## config.mk

```make
export PLATFORM = sky130hd
export DESIGN_NAME = rod_relay
export DESIGN_NICKNAME = d
export VERILOG_FILES = /design/src/rod_pkg.sv /design/src/rod_relay.sv
export SDC_FILE = /design/constraint.sdc
export NUM_CORES = 1
export LEC_CHECK = 0
export ABC_AREA = 1
export BUFFER_PORTS_ARGS = -buffer_cell sky130_fd_sc_hd__buf_2
export CAP_MARGIN = 30
export CORE_MARGIN = 3
export CORE_UTILIZATION = 55
export DETAILED_ROUTE_END_ITERATION = 8
export GPL_TIMING_DRIVEN = 0
export HOLD_SLACK_MARGIN = 0.1
export PLACE_DENSITY_LB_ADDON = 0.1
export REMOVE_ABC_BUFFERS = 1
export SLEW_MARGIN = 10
export SYNTH_ARGS = -nofsm -noshare
export SYNTH_HDL_FRONTEND = slang
export SYNTH_SLANG_ARGS = --single-unit
```

## constraint.sdc

```tcl
create_clock -name CLOCK -period 26 [get_ports CLOCK]
set_input_delay 2.6 -clock CLOCK [delete_from_list [all_inputs] [get_ports CLOCK]]
set_output_delay 2.6 -clock CLOCK [all_outputs]
set_load 0.03 [all_outputs]
```

## src/rod_pkg.sv

```systemverilog
package rod_pkg;
  // ----------------------------------------
  // Sizes
  // ----------------------------------------
  localparam int MSG_N = 16; // Diagnostic messages
  localparam int MSG_W = 4; // Message index width
  localparam int ST_N = 5; // Assembly status signals
  localparam int T1_W = 15; // Pulse length in ms
  localparam int ACC_W = 24; // Off-interval accumulator
  // ----------------------------------------
  // Settings and defaults
  // ----------------------------------------
  localparam logic [7:0] RATE_MIN = 8'h01; // 1 per minute
  localparam logic [7:0] RATE_MAX = 8'hb4; // 180 per minute
  localparam logic [7:0] RATE_DEF = 8'h3c; // 60 per minute
  localparam logic [7:0] DEMAND_FULL = 8'hff; // Full demand
  localparam logic [T1_W-1:0] HALF_MIN_MS = 15'h7530; // 30000 ms
  localparam logic [ST_N-1:0] ST_RESET = 5'h00; // All disabled
  localparam int ST_OK = 0; // Status bit of ok signal
  // ----------------------------------------
  // Timing
  // ----------------------------------------
  localparam int CLK_PERIOD_PS = 5000; // 200 MHz
  localparam int MS_PS = 1000000000; // One millisecond
  localparam int MS_CYC = MS_PS / CLK_PERIOD_PS; // Cycles per ms
  // ----------------------------------------
  // Types
  // ----------------------------------------
  typedef enum logic [1:0] {FN_CTRL, FN_DIAG, FN_STAT} rod_func_type;
  typedef enum logic [2:0] {DM_ASSIGNED, DM_MAINT, DM_SPEC, DM_CHECK, DM_FAIL} rod_dmode_type;
  typedef enum logic [1:0] {CL_MAINT, CL_SPEC, CL_CHECK, CL_FAIL} rod_class_type;
  typedef enum logic [1:0] {HB_FREEZE, HB_FIXED, HB_IGNORE} rod_hold_type;
  typedef struct packed {
    logic map_we; // Map write strobe
    logic class_we; // Class write strobe
    logic [MSG_W-1:0] idx; // Message index
    logic map_val; // Mapped to this relay
    rod_class_type class_val; // New class
  } rod_msg_wr_type;
endpackage : rod_pkg

```

## src/rod_relay.sv

```systemverilog
`timescale 1ns/1ps
// Functional notes
// - Max pulse rate 1 to 180, default 60
// - Pulse length derived from max rate
// - Diagnostic relay energized unless error present
// - Alarm relay always fail-safe
// - Assigned mode uses only mapped messages
// - Class mode uses all class messages, reassignable
// - Mode default assigned, alarm relay failure
// - Mapping refused unless function is diagnostics
// - Mapped list readable, not writable there
// - Status signals enabled individually, none after reset
// - Hold freeze, fixed or ignore; default ignore
// - Constant on time, equal off at max
module rod_relay #(
  parameter int MS_CYCLES = rod_pkg::MS_CYC
) (
  input wire logic CLOCK,
  input wire logic RST,
  input wire logic ALARM_RELAY,
  input wire rod_pkg::rod_func_type FUNC_SEL,
  input wire logic DMODE_WE,
  input wire rod_pkg::rod_dmode_type DMODE_VAL,
  input wire logic RATE_WE,
  input wire logic [7:0] RATE_VAL,
  input wire logic [7:0] DEMAND,
  input wire rod_pkg::rod_msg_wr_type MSG_WR,
  input wire logic [rod_pkg::MSG_N-1:0] MSG_ACTIVE,
  input wire logic [rod_pkg::MSG_W-1:0] MAP_RD_IDX,
  input wire logic STAT_EN_WE,
  input wire logic [rod_pkg::ST_N-1:0] STAT_EN_VAL,
  input wire logic [rod_pkg::ST_N-1:0] ASM_STATUS,
  input wire logic HOLD,
  input wire logic HOLD_WE,
  input wire rod_pkg::rod_hold_type HOLD_VAL,
  input wire logic HOLD_FIXED,
  output logic RELAY_COIL,
  output logic MAP_REJECT,
  output logic RATE_REJECT,
  output logic MAP_RD_DATA,
  output logic [7:0] RATE_NOW
);
  import rod_pkg::*;

  // Pulse length in ms for a given max rate
  function automatic logic [T1_W-1:0] pulse_ms(input logic [7:0] rate);
    pulse_ms = HALF_MIN_MS / T1_W'(rate);
  endfunction : pulse_ms

  // ----------------------------------------
  // State
  // ----------------------------------------
  typedef enum logic {PS_OFF, PS_ON} rod_pstate_type;
  logic alarm_ff; // Relay is the alarm relay
  rod_dmode_type dmode_ff; // Diagnostic mode
  logic [7:0] rate_ff; // Max pulse rate
  logic [T1_W-1:0] t1_ms_ff; // Pulse length
  logic [MSG_N-1:0] map_ff; // Messages mapped here
  rod_class_type class_ff [MSG_N]; // Class of each message
  logic [ST_N-1:0] stat_en_ff; // Enabled status signals
  rod_hold_type hold_ff; // Hold behaviour
  logic [31:0] ms_cnt_ff; // Millisecond divider
  logic ms_tick_ff; // One-cycle ms enable
  rod_pstate_type pstate_ff; // Pulse engine state
  logic [T1_W-1:0] on_cnt_ff; // Ms spent on
  logic [ACC_W-1:0] acc_ff; // Demand accumulated off
  logic coil_ff; // Relay coil drive
  logic map_rej_ff; // Mapping refused
  logic rate_rej_ff; // Rate refused
  logic map_rd_ff; // Read-back of map
  logic [MSG_N-1:0] class_hit; // Messages of selected class

  // ----------------------------------------
  // Decode
  // ----------------------------------------
  // alarm never modulates
  wire rod_func_type eff_func = (alarm_ff && FUNC_SEL == FN_CTRL) ? FN_DIAG : FUNC_SEL;
  wire rate_ok = RATE_VAL >= RATE_MIN && RATE_VAL <= RATE_MAX;
  wire map_ok = MSG_WR.map_we && eff_func == FN_DIAG;
  wire map_rej = MSG_WR.map_we && eff_func != FN_DIAG;
  always_comb begin
    for (int i = 0; i < MSG_N; i++) begin
      class_hit[i] = dmode_ff != DM_ASSIGNED && class_ff[i] == rod_class_type'(dmode_ff - DM_MAINT);
    end
  end
  wire assigned_fault = dmode_ff == DM_ASSIGNED && |(MSG_ACTIVE & map_ff);
  wire class_fault = |(MSG_ACTIVE & class_hit);
  wire diag_fault = assigned_fault || class_fault;
  // Ok signal faults when low, classes when high
  wire [ST_N-1:0] stat_bad = ASM_STATUS ^ (ST_N'(1) << ST_OK);
  wire stat_fault = |(stat_bad & stat_en_ff);
  wire fault = (eff_func == FN_DIAG && diag_fault) || (eff_func != FN_CTRL && stat_fault);
  wire [ACC_W-1:0] off_lim = ACC_W'(t1_ms_ff) * ACC_W'({1'b0, DEMAND_FULL, 1'b0} - {2'b00, DEMAND});
  // Sum including this ms, so full demand gives off equal to on
  wire [ACC_W-1:0] acc_sum = acc_ff + ACC_W'(DEMAND);
  wire pulse_out = pstate_ff == PS_ON;
  wire live_coil = eff_func == FN_CTRL ? pulse_out : !fault;
  wire nxt_coil = !HOLD || hold_ff == HB_IGNORE ? live_coil : hold_ff == HB_FIXED ? HOLD_FIXED : coil_ff;

  // ----------------------------------------
  // Configuration
  // ----------------------------------------
  // Settings and their reset values
  always_ff @(posedge CLOCK) begin
    if (RST) begin
      alarm_ff <= ALARM_RELAY;
      dmode_ff <= ALARM_RELAY ? DM_FAIL : DM_ASSIGNED;
      rate_ff <= RATE_DEF;
      t1_ms_ff <= pulse_ms(RATE_DEF);
      stat_en_ff <= ST_RESET;
      hold_ff <= HB_IGNORE;
      map_rej_ff <= 1'b0;
      rate_rej_ff <= 1'b0;
    end else begin
      if (DMODE_WE) begin
        dmode_ff <= DMODE_VAL;
      end
      if (RATE_WE && rate_ok) begin
        rate_ff <= RATE_VAL;
        t1_ms_ff <= pulse_ms(RATE_VAL);
      end
      if (STAT_EN_WE) begin
        stat_en_ff <= STAT_EN_VAL;
      end
      if (HOLD_WE) begin
        hold_ff <= HOLD_VAL;
      end
      map_rej_ff <= map_rej;
      rate_rej_ff <= RATE_WE && !rate_ok;
    end
  end

  // Message map and classes
  always_ff @(posedge CLOCK) begin
    if (RST) begin
      map_ff <= '0;
      for (int i = 0; i < MSG_N; i++) begin
        class_ff[i] <= CL_FAIL;
      end
    end else begin
      if (map_ok) begin
        map_ff[MSG_WR.idx] <= MSG_WR.map_val;
      end
      if (MSG_WR.class_we) begin
        class_ff[MSG_WR.idx] <= MSG_WR.class_val;
      end
    end
  end

  always_ff @(posedge CLOCK) begin
    map_rd_ff <= RST ? 1'b0 : map_ff[MAP_RD_IDX];
  end

  // ----------------------------------------
  // Pulse engine
  // ----------------------------------------
  // Millisecond enable
  always_ff @(posedge CLOCK) begin
    if (RST || ms_cnt_ff == 32'(MS_CYCLES - 1)) begin
      ms_cnt_ff <= '0;
      ms_tick_ff <= !RST;
    end else begin
      ms_cnt_ff <= ms_cnt_ff + 32'h1;
      ms_tick_ff <= 1'b0;
    end
  end

  always_ff @(posedge CLOCK) begin
    if (RST) begin
      pstate_ff <= PS_OFF;
      on_cnt_ff <= '0;
      acc_ff <= '0;
    end else if (ms_tick_ff) begin
      case (pstate_ff)
        PS_OFF: begin
          if (DEMAND != 8'h00 && acc_sum >= off_lim) begin
            pstate_ff <= PS_ON;
            acc_ff <= '0;
          end else if (DEMAND != 8'h00) begin
            acc_ff <= acc_sum;
          end
        end
        PS_ON: begin
          if (on_cnt_ff + T1_W'(1) >= t1_ms_ff) begin
            pstate_ff <= PS_OFF;
            on_cnt_ff <= '0;
          end else begin
            on_cnt_ff <= on_cnt_ff + T1_W'(1);
          end
        end
        default: begin
          pstate_ff <= PS_OFF;
        end
      endcase
    end
  end

  // Coil drive
  always_ff @(posedge CLOCK) begin
    coil_ff <= RST ? 1'b0 : nxt_coil;
  end

  assign RELAY_COIL = coil_ff;
  assign MAP_REJECT = map_rej_ff;
  assign RATE_REJECT = rate_rej_ff;
  assign MAP_RD_DATA = map_rd_ff;
  assign RATE_NOW = rate_ff;
endmodule : rod_relay

```

# == Word-level counts from Yosys, hierarchy flattened ==
# Memories as Yosys holds them, arrays and structs flattened.
# Cells that the tools add are included.
# totals
regBits,127
mem_bits_rw,32
input_bits,71
output_inout_bits,12
elab_cells,133
memories,1
# classes
add_sub_neg,5
mul,1
div,1
magnitude_cmp,7
n_eq_ne,21
muxes,26
n_bitwise,5
n_reduce_logical,50
# memory_table
name,depth,word_bits,read_ports,rd_ports_with_merged_regs,write_ports,line_no,rtl
class_ff,16,2,16,0,16,rod_relay.sv:59,rod_class_type class_ff [MSG_N];
# ops
cell,n
24-bit two-way mux,2
"32-bit by 1-bit adder with 32-bit output, second input constant",1
16-bit AND,2
2-bit equality test,16
"32-bit by 18-bit equality test with 1-bit output, second input constant",1
16-bit OR reduction,2
1-bit logical AND,27
24-bit by 8-bit adder with 24-bit output,1
24-bit >= comparator,1
16-bit by 10-bit multiplier with 24-bit output,1
16-bit bitwise mux,1
"15-bit by 1-bit adder with 15-bit output, second input constant",1
"15-bit by 8-bit divider with 15-bit output, first input constant",1
15-bit >= comparator,1
15-bit two-way mux,1
1-bit two-way mux,13
"4-bit by 5-bit less-than comparator with 1-bit output, second input constant",2
"9-bit by 8-bit subtractor with 10-bit output, first input constant",1
3-bit two-way mux,3
"8-bit by 1-bit >= comparator with 1-bit output, second input constant",1
"8-bit <= comparator, second input constant",1
2-bit nonzero test,4
8-bit nonzero test,1
5-bit AND,1
other kinds (20),30

# == Logic depth before layout (Yosys ltp) ==
# Gate-level depths: netlist of run 1.
# logic_depth
depth_word,11
depth_mapped,172
depth_no_buf,166

# == Worst setup path after synthesis of run 1 ==
# OpenSTA, ideal clock, no wires.
# synth_path
path_type,in2reg
from,in RATE_VAL[1]
to,reg t1_ms_ff[0]
setup_time_ps,117
arrival_ps,22829
t_required_ps,25883
setup_slack_ps,3054
cell_stages,164
n_path_buf,6
path_cell_list,inv_1 nand3_1 nor2_1 inv_1 ha_1 nor2_1 inv_1 nand4_1 nand2_1 nand2_1 inv_1 ha_1 o21ai_0 nand2_1 nand2_2 inv_2 nand2_1 nand2_1 [... 128 more ...] nor2_4 nand3_4 buf_6 inv_1 nand2_1 o21ai_0 ha_1 a21oi_1 o31ai_1 a21oi_1 o21bai_1 a21o_1 a2111oi_0 nand3_1 nor2_1 nand3_1 nor2_1 nor2_1
# synth_via
elab_chain_cells,3
word_cells_on_any_way,5
cone_classes,div: 1; order compare: 2; reduce/logical: 2
# synth_rtl
element,line_no,rtl
"start, declared",rod_relay.sv:25,"input wire logic [7:0] RATE_VAL,"
"parallel branches: the longest is 3 deep, another holds 15-bit by 8-bit divider with 15-bit output",-,
"end signal, assigned",rod_relay.sv:109,t1_ms_ff <= pulse_ms(RATE_DEF);
"end signal, assigned",rod_relay.sv:120,t1_ms_ff <= pulse_ms(RATE_VAL);
"end, declared",rod_relay.sv:57,logic [T1_W-1:0] t1_ms_ff;
# Parallel ways; which one is timed is not known.
# A chain may end at the register's enable or synchronous reset.

# == Worst setup path after layout of run 1 ==
# layout_path
from,in RATE_VAL[0]
to,reg t1_ms_ff[0]
# The elaborated chain is that of the path after synthesis.

==> metrics.yaml, run 1 <==
status: "complete, no violations"
slew_violations: 0
worstReg2RegEnd: "acc_ff[2]"
dieHeight_um: 187
post-place-ws_ps: -941
coreArea_sq_um: 32000
crit_fanout: 28
grt_pass1_wl_um: 76900
worstHoldPathType: "reg -> reg"
tightest_slew_ps: 896
fin_crit_sh_pct: 92.5
final.setup.tns_ps: 0
antenna_found_initial: 0
root_buffer: "clkbuf_16"
port_buffers: 82
slew_headroom_pct: 40.3
ys_seq_area_share_pct: 19.6
syn_to_final_growth_pct: 10.3
cp_slowest_cell: "ha_1"
drtAntennaViolNets: 0
yosysTopAreaCell: "dfxtp_1"
die_area_sq_um: 35000
final_common_cell: "nand2_1"
cap_violations: 0
fillers: 2963
crit_buf_inv: 24
dpl.cell_count: 3023
htreeDepth: 4
cp-end-kind: "register"
numClockSinks: 159
place_congestion: 0.906
mostFrequentLayoutCells: "487 x nand2_1, 418 x inv_1, 222 x nor2_1"
hold-worst-slack_ps: 459
ff2ff_path_depth: 38
antenna_cells: 0
row_count: 65
cp.arrival_ps: 24370
synthTopCellsByArea: "dfxtp_1 14%, ha_1 14%, nand2_1 10%"
synthDominantCellAreaShare_pct: 13.6
hold_start: "ms_cnt_ff[0]"
cts_tree: "yes"
track_usage_pct: 26.2
drtIter0Drc: 990
final_nets: 2998
crit_top_cell: "nand2_1"
syn_area_sq_um: 18100
max_stage_delay_ps: 350
clock_skew_ps: 18.0
cpLargestDelayFamily: "simple AND/OR/NAND/NOR gates"
ys_warn_count: 0
worstPathRequired_ps: 26320
via_per_inst: 5.41
route.vias.total: 16700
route.detailed.drc: 0
hold_end: "ms_cnt_ff[0]"
setup_viol: 0
fin_cells: 3089
synth.avg_cell_area_sq_um: 7.06
first_pass_iters: 5
async_flop_share_pct: 0
clock_latency_ps: 450
fin_crit_ps: 24040
ctsLongestPathBuffers: 2
finalHoldViolations: 0
crit_type: "in -> reg"
grt_pass1_vias: 16400
critPathLaunchType: "input port"
drive_above_1_share_pct: 10.2
hold_depth: 1
synth_cell_type_count: 64
io-pin-count: 83
fin_ws_ps: 1960
clk_pin_slew_ps: 70
hpwl_um: 35200
grt-ovfl-total: 0
r2r-start: "t1_ms_ff[4]"
ys.flop_type: "dfxtp_1"
syn_inst: 2559
grt_max_degree: 57
initial_core_util_pct: 56.5
reg2reg_slack_ps: 18510
synth_seq_cells: 159
detail_route.wl_per_cell_um: 14.9
die_w_um: 187
cts_buffers: 17
wl_um: 46100
synth_edf_count: 36
fmax_ghz: 0.0416
[layer usage]
layer	up-vias	global-route usage, %	routed length [um]
li1	8472	-	-
met1	7803	33.3	20700
met2	378	46.0	22200
met3	70	4.12	2190
met4	0	7.94	1010
met5	-	0	0
[logic make-up after synthesis]
family / after synthesis / synth area share, %
xor gates and xnor gates: 153 / 7.42
AOI/OAI and AO/OA: 446 / 13.8
buffers and inverters: 497 / 10.5
DFF: 159 / 19.6
adders and majority gates: 286 / 23.6
and+or+nand+nor: 1018 / 25.1
[stage by stage]
| stage | area, sq um | util, % |
|---|---|---|
| final | 19900 | 62.3 |
| after global routing | 19900 | 62.3 |
| after CTS | 19500 | 61.0 |
| after detailed placement | 18900 | 59.0 |
| after global placement | 18800 | 58.7 |
| after floorplan | 17800 | - |
[final cells by class]
class	count	area (sq um)	share of cell area [%]
Sequential cell	159	3540	17.8
Timing Repair Buffer	120	779	3.91
Clock inverter	15	176	0.885
Tap cell	435	544	2.73
Inverter	439	1690	8.48
Multi-Input combinational cell	1904	12800	64.1
Clock buffer	17	425	2.14
[state kept, by name, summed over array words and instances (netlist names)]
name / cells
MAP_RD_DATA: 1
MAP_REJECT: 1
RATE_NOW: 8
RATE_REJECT: 1
RELAY_COIL: 1
acc_ff: 24
alarm_ff: 1
class_ff: 32
dmode_ff: 3
hold_ff: 2
map_ff: 16
ms_cnt_ff: 32
ms_tick_ff: 1
on_cnt_ff: 15
pstate_ff: 1
stat_en_ff: 5
t1_ms_ff: 15
[worst register-to-register path, delay by kind of cell (launching register included)]
kind / cells / cell delay, ps
AOI/OAI and AO/OA: 11 / 2030
buffers and inverters: 7 / 530
DFF: 1 / 540
and+or+nand+nor: 12 / 1330
xor gates and xnor gates: 1 / 120
adders and majority gates: 7 / 2890
[cell usage after synthesis (10+ instances only)]
cell type,count
ha_1,196
a21oi_1,199
xnor2_1,47
nand3_1,135
clkbuf_1,46
inv_1,425
dfxtp_1,123
xor2_1,106
o211ai_1,10
nand2_2,23
fa_1,90
o21ai_0,159
nand4_1,33
edfxtp_1,36
nand3_2,15
nand2_1,489
nor3_1,34
nor2_1,229
o21bai_1,12
[how the worst max path moves through the flow]
| stage | slack, ps | end | depth (start not counted) | startpoint |
|---|---|---|---|---|
| after floorplan | 3690 | t1_ms_ff[0] | 160 | RATE_VAL[1] |
| after global placement | -380 | t1_ms_ff[0] | 156 | RATE_VAL[1] |
| after detailed placement | -940 | t1_ms_ff[0] | 155 | RATE_VAL[1] |
| after CTS | 80 | t1_ms_ff[0] | 158 | RATE_VAL[0] |
| after global routing | -110 | t1_ms_ff[0] | 162 | RATE_VAL[7] |
| final | 1960 | t1_ms_ff[0] | 161 | RATE_VAL[0] |
[repair_timing]
action / in CTS / in global routing
pin swaps: 0 / 14
cloned: 0 / 1
endpoints found under the setup margin: 1 / 2
resized for setup: 4 / 48
hold buffers: 0 / 0
buffers inserted: 2 / 29
Power of run 1 is left out: the tool's default activity adds up to more than one toggle a clock period on the data nets, which glitch-free logic cannot reach.
==> inputs of run 2 (changes only) <==
--- a/config.mk
+++ b/config.mk
@@ -8,8 +8,10 @@
 export ABC_AREA = 1
 export BUFFER_PORTS_ARGS = -buffer_cell sky130_fd_sc_hd__buf_2
 export CAP_MARGIN = 30
+export CELL_PAD_IN_SITES_DETAIL_PLACEMENT = 1
+export CELL_PAD_IN_SITES_GLOBAL_PLACEMENT = 1
 export CORE_MARGIN = 3
-export CORE_UTILIZATION = 55
+export CORE_UTILIZATION = 47
 export DETAILED_ROUTE_END_ITERATION = 8
 export GPL_TIMING_DRIVEN = 0
 export HOLD_SLACK_MARGIN = 0.1
==> run 2 against run 1 <==
  * Global-route usage is 0.40 points lower
  * Register-to-register slack worse by 240 ps
  * Clock skew decreased by 6.1 ps
  * Critical path type unchanged
  * Largest cell class unchanged
  * Die area increased by 16%
  * Worst hold slack better by 0.90 ps
==> metrics.yaml, run 2 (synthesized netlist as in run 1, its figures left out) <==
ctsLongestPathBuffers: 2  # unchanged
fin_crit_ps: 24260  # was 24,040 ps
tightest_slew_ps: 868  # was 896 ps
htreeDepth: 4  # unchanged
hold_depth: 1  # unchanged
track_usage_pct: 25.8  # was 26.2%
grt_max_degree: 42  # was 57
final_nets: 3007  # was 2,998
port_buffers: 82  # unchanged
reg_top3: "class_ff: 32 flops, ms_cnt_ff: 32 flops, acc_ff: 24 flops"  # unchanged
hold_start: "ms_cnt_ff[0]"  # unchanged
crit_fanout: 17  # was 28
hpwl_um: 41600  # was 35,200 um
crit_top_cell: "nand2_1"  # unchanged
detail_route.wl_per_cell_um: 16.9  # was 14.9 um
row_count: 71  # was 65
initial_core_util_pct: 47.8  # was 56.5%
grt-ovfl-total: 0  # unchanged
grt_pass1_wl_um: 87200  # was 76,900 um
via_per_inst: 5.41  # about the same
drive_above_1_share_pct: 11.0  # was 10.2%
crit_type: "in -> reg"  # unchanged
first_pass_iters: 5  # unchanged
drtAntennaViolNets: 0  # unchanged
grt_pass1_vias: 17900  # was 16,400
cp-end-kind: "register"  # unchanged
cap_violations: 0  # unchanged
clock_latency_ps: 460  # was 450 ps
max_stage_delay_ps: 360  # was 350 ps
wl_um: 53700  # was 46,100 um
antenna_found_initial: 0  # unchanged
fin_cells: 3174  # was 3,089
clk_pin_slew_ps: 80  # was 70 ps
io-pin-count: 83  # unchanged
syn_to_final_growth_pct: 11.2  # was 10.3%
dieHeight_um: 202  # was 187 um
dpl.cell_count: 3099  # was 3,023
fin_util_pct: 53.2  # was 62.3%
route.vias.total: 17200  # was 16,700
antenna_cells: 0  # unchanged
ff2ff_path_depth: 38  # unchanged
route.detailed.drc: 0  # unchanged
worstPathRequired_ps: 26350  # was 26,320 ps
cp.arrival_ps: 24610  # was 24,370 ps
worstReg2RegEnd: "acc_ff[0]"  # was acc_ff[2]
fillers: 4963  # was 2,963
hold_end: "ms_cnt_ff[0]"  # unchanged
r2r-start: "t1_ms_ff[3]"  # was t1_ms_ff[4]
drtIter0Drc: 679  # was 990
cp_slowest_cell: "ha_1"  # unchanged
setup_viol: 0  # unchanged
critPathLaunchType: "input port"  # unchanged
numClockSinks: 159  # unchanged
cts_tree: "yes"  # unchanged
root_buffer: "clkbuf_16"  # unchanged
clock_skew_ps: 11.9  # was 18.0 ps
finalHoldViolations: 0  # unchanged
place_congestion: 0.875  # was 0.906
slew_violations: 0  # unchanged
cts_buffers: 17  # unchanged
mostFrequentLayoutCells: "487 x nand2_1, 417 x inv_1, 220 x nor2_1"  # was 487 x nand2_1, 418 x inv_1, 222 x nor2_1
hold-worst-slack_ps: 460  # was 459 ps
final_common_cell: "nand2_1"  # unchanged
worstHoldPathType: "reg -> reg"  # unchanged
coreArea_sq_um: 37800  # was 32,000 sq um
die_w_um: 202  # was 187 um
fin_crit_sh_pct: 93.3  # was 92.5%
fmax_ghz: 0.0412  # was 0.0416 GHz
final.setup.tns_ps: 0  # unchanged
die_area_sq_um: 40800  # was 35,000 sq um
status: "complete, no violations"  # unchanged
reg2reg_slack_ps: 18270  # was 18,510 ps
slew_headroom_pct: 41.8  # was 40.3%
==> run 2: cell types whose count changed in the layout (fill, tap and decap cells not counted), moves of 3 or more <==
cell,delta
buf_4,+10
ha_1,-5
clkinv_2,+4
ha_4,+4
a21oi_1,-3
a21oi_2,+3
clkinv_4,-3
o21ai_0,-3
o21ai_2,+3
==> run 2: worst max path at each step <==
| stage | start | endpoint | slack (ps) | depth (start not counted) |
|---|---|---|---|---|
| 2_1_floorplan | RATE_VAL[1] | t1_ms_ff[0] | 3690 | 160 |
| 3_3_place_gp | RATE_VAL[1] | t1_ms_ff[0] | -940 | 154 |
| 3_5_place_dp | RATE_VAL[1] | t1_ms_ff[0] | -1780 | 156 |
| 4_1_cts | RATE_VAL[3] | t1_ms_ff[0] | 60 | 160 |
| 5_1_grt | RATE_VAL[7] | t1_ms_ff[0] | -340 | 164 |
| 6_report | RATE_VAL[7] | t1_ms_ff[0] | 1740 | 163 |
==> run 2: metal layers <==
metal / share of wire (%) / track usage (%) / vias to the layer above
li1: - / - / 8482
met1: 45 / 32.0 / 8414
met2: 51 / 47.2 / 201
met3: 2.5 / 3.48 / 70
met4: 1.9 / 6.65 / 0
met5: 0 / 0 / -
==> run 2: repair_timing <==
item / in CTS / in global routing
endpoints found under the setup margin: 1 / 2
setup buffers: 3 / 38
gates resized for setup: 17 / 52
pin swaps: 1 / 25
hold buffers: 0 / 0
==> run 2: per-stage QoR <==
stage | worst slack (ps) | cell area, sq um
finish | 1740 | 20100
global route | -343 | 20100
CTS | 58.3 | 19600
detailed placement | -1780 | 19000
global placement | -941 | 18900
floorplan | 3690 | 17800
==> run 2: layout make-up <==
class,instances,area (sq um),area share [%]
tap,511,639,3.18
inverter,439,1690,8.42
sequential,159,3540,17.6
timing repair buffer,130,835,4.15
clock buffer,18,429,2.14
multi-input combinational,1903,12800,63.9
clock inverter,14,110,0.548
==> run 2: critical path, delay by kind of cell <==
kind,cells,cell delay (ps)
fa+ha+maj,14,4270
simple gates,76,8390
compound gates,45,6630
buf+inv,28,2670
Power of run 2 is left out for the same reason.
==> inputs of run 3 (changes only) <==
--- a/config.mk
+++ b/config.mk
@@ -11,7 +11,7 @@
 export CELL_PAD_IN_SITES_DETAIL_PLACEMENT = 1
 export CELL_PAD_IN_SITES_GLOBAL_PLACEMENT = 1
 export CORE_MARGIN = 3
-export CORE_UTILIZATION = 47
+export CORE_UTILIZATION = 46
 export DETAILED_ROUTE_END_ITERATION = 8
 export GPL_TIMING_DRIVEN = 0
 export HOLD_SLACK_MARGIN = 0.1
==> constraint.sdc (replaced) <==
create_clock -name CLOCK -period 26 [get_ports CLOCK]
set_input_delay 6.5 -clock CLOCK [delete_from_list [all_inputs] [get_ports CLOCK]]
set_output_delay 6.5 -clock CLOCK [all_outputs]
set_load 0.03 [all_outputs]
==> run 3 against run 2 <==
  * Clock skew up 7.9 ps
  * Count of clock-buffer cells in the layout up 7
  * Largest cell class unchanged
  * Cell count up 5.0%
  * First-iteration DRC count rose to 2.5 times the previous value
  * The run now ends with max-capacitance violations, max-slew violations, negative setup slack left
  * Final area up 15%
  * Register-to-register slack worse by 70 ps
==> metrics.yaml, run 3 (synthesized netlist as in run 1, its figures left out) <==
endpoint: "t1_ms_ff[0]"  # unchanged
slew_headroom_pct: -7.57  # was 41.8%
route.detailed.drc: 0  # unchanged
first_pass_iters: 6  # was 5
place_congestion: 0.869  # was 0.875
hold_depth: 2  # was 1
coreArea_sq_um: 38200  # was 37,800 sq um
crit_top_cell: "nand2_2"  # was nand2_1
cap_violations: 2  # was 0
use_met1_pct: 34.7  # was 32.0%
hpwl_um: 41300  # was 41,600 um
crit_fanout: 8  # was 17
fin_crit_sh_pct: 114  # was 93.3%
numClockSinks: 159  # unchanged
max_stage_delay_ps: 1230  # was 360 ps
grt.busiest_layer: "met2"  # unchanged
htreeDepth: 4  # unchanged
ff2ff_path_depth: 38  # unchanged
clk_pin_slew_ps: 70  # was 80 ps
root_buffer: "clkbuf_16"  # unchanged
fin_crit_ps: 29720  # was 24,260 ps
syn_to_final_growth_pct: 27.8  # was 11.2%
grt_pass1_wl_um: 98700  # was 87,200 um
clock_skew_ps: 19.8  # was 11.9 ps
detail_route.wl_per_cell_um: 25.0  # was 16.9 um
critPathLaunch: "RATE_VAL[5]"  # was RATE_VAL[7]
worstHoldPathType: "reg -> reg"  # unchanged
die_w_um: 204  # was 202 um
dieHeight_um: 204  # was 202 um
reg_top3: "class_ff: 32 flops, ms_cnt_ff: 32 flops, acc_ff: 24 flops"  # unchanged
crit_cells: 153  # was 163
grt-ovfl-total: 0  # unchanged
placed_area_sq_um: 19000  # about the same
cp_slowest_cell: "nor4_1"  # was ha_1
route.vias.total: 20300  # was 17,200
slew_violations: 2  # was 0
wl_um: 83300  # was 53,700 um
r2r-start: "t1_ms_ff[4]"  # was t1_ms_ff[3]
tightest_slew_ps: 1600  # was 868 ps
grt_max_degree: 53  # was 42
fin_ws_ps: -3720  # was 1740 ps
rsz0062_at_grt: "yes"
cts_buffers: 17  # unchanged
drtAntennaViolNets: 0  # unchanged
worstReg2RegEnd: "acc_ff[8]"  # was acc_ff[0]
hold_start: "acc_ff[0]"  # was ms_cnt_ff[0]
fillers: 4718  # was 4,963
critPathLaunchType: "input port"  # unchanged
seq_area_sq_um: 3540  # unchanged
row_count: 71  # unchanged
final_common_cell: "nand2_1"  # unchanged
mostFrequentLayoutCells: "426 x nand2_1, 390 x inv_1, 211 x nor2_1"  # was 487 x nand2_1, 417 x inv_1, 220 x nor2_1
cpLargestDelayFamily: "simple AND/OR/NAND/NOR gates"  # unchanged
finalHoldViolations: 0  # unchanged
antenna_found_initial: 2  # was 0
track_usage_pct: 29.1  # was 25.8%
ctsLongestPathBuffers: 2  # unchanged
grtUsageMet2_pct: 52.7  # was 47.2%
crit_buf_inv: 30  # was 28
violations: "max-capacitance violations, max-slew violations, negative setup slack"
multi_input_area_sq_um: 14400  # was 12,800 sq um
reg2reg_slack_ps: 18200  # was 18,270 ps
grt_util_met3_pct: 4.48  # was 3.48%
status: "complete, but fails checks"  # was complete, no violations
drive_above_1_share_pct: 23.7  # was 11.0%
final_nets: 3164  # was 3,007
cts_tree: "yes"  # unchanged
grt_pass1_vias: 19700  # was 17,900
via_per_inst: 6.09  # was 5.41
port_buffers: 82  # unchanged
cp.arrival_ps: 30100  # was 24,610 ps
setup_viol: 2  # was 0
die_area_sq_um: 41700  # was 40,800 sq um
fin_area_sq_um: 23100  # was 20,100 sq um
io-pin-count: 83  # unchanged
drtIter0Drc: 1729  # was 679
fmax_ghz: 0.0336  # was 0.0412 GHz
initial_core_util_pct: 47.3  # was 47.8%
clock_latency_ps: 480  # was 460 ps
cp-end-kind: "register"  # unchanged
crit_type: "in -> reg"  # unchanged
worstPathRequired_ps: 26390  # was 26,350 ps
## run 3: cell types whose count changed in the layout (fill, tap and decap cells not counted), sizes merged
cell	delta
buf	+154
clkbuf	+7
inv	-5
clkinvlp	-3
bufinv	+2
diode	+2
clkinv	+1
nor2	+1
## run 3: layout make-up
cell class | count | share of cell area [%]
clock buffer | 25 | 2.15
timing repair buffer | 284 | 9.32
multi-input combinational | 1904 | 62.3
sequential | 159 | 15.3
inverter | 439 | 7.59
clock inverter | 7 | 0.434
timing repair inverter | 2 | 0.0650
tap | 511 | 2.77
antenna | 2 | 0.0217
## run 3: what timing repair did
action	CTS	global route
cloned	1	2
pin swaps	84	170
hold buffers	0	0
gates resized for setup	161	283
setup endpoints to repair	3	2
buffers inserted	120	75
## run 3: routing by layer
layer	vias up	wire (um)
li1	8819	-
met1	9899	31000
met2	1115	39200
met3	475	6180
met4	2	6850
met5	-	14
## run 3: how the worst min path moves through the flow
stage	endpoint	slack, ps
6_report	acc_ff[0]	470
5_1_grt	acc_ff[0]	490
4_1_cts	ms_cnt_ff[0]	450
3_5_place_dp	ms_cnt_ff[0]	440
3_3_place_gp	ms_cnt_ff[0]	430
2_1_floorplan	ms_cnt_ff[0]	420
## run 3: tightest hold or removal path: stages, from the launching register on
cell	delay, ps
dfxtp_1	310
nand2_1	60
a21oi_1	60
## run 3: metrics by stage
stage / hold slack, ps / TNS, ps / instances / worst slack, ps / utilization, %
final: 472 / -5160 / 3333 / -3720 / 60.4
after CTS: 455 / 0 / 3251 / 8.71 / 55.3
after floorplan: 418 / -211 / 2501 / -211 / -
after detailed placement: 439 / -10960 / 3098 / -5880 / 49.6
after global placement: 429 / -8140 / 3094 / -4880 / 49.4
after global routing: 494 / -6170 / 3331 / -4250 / 60.4
Power of run 3 is left out for the same reason.
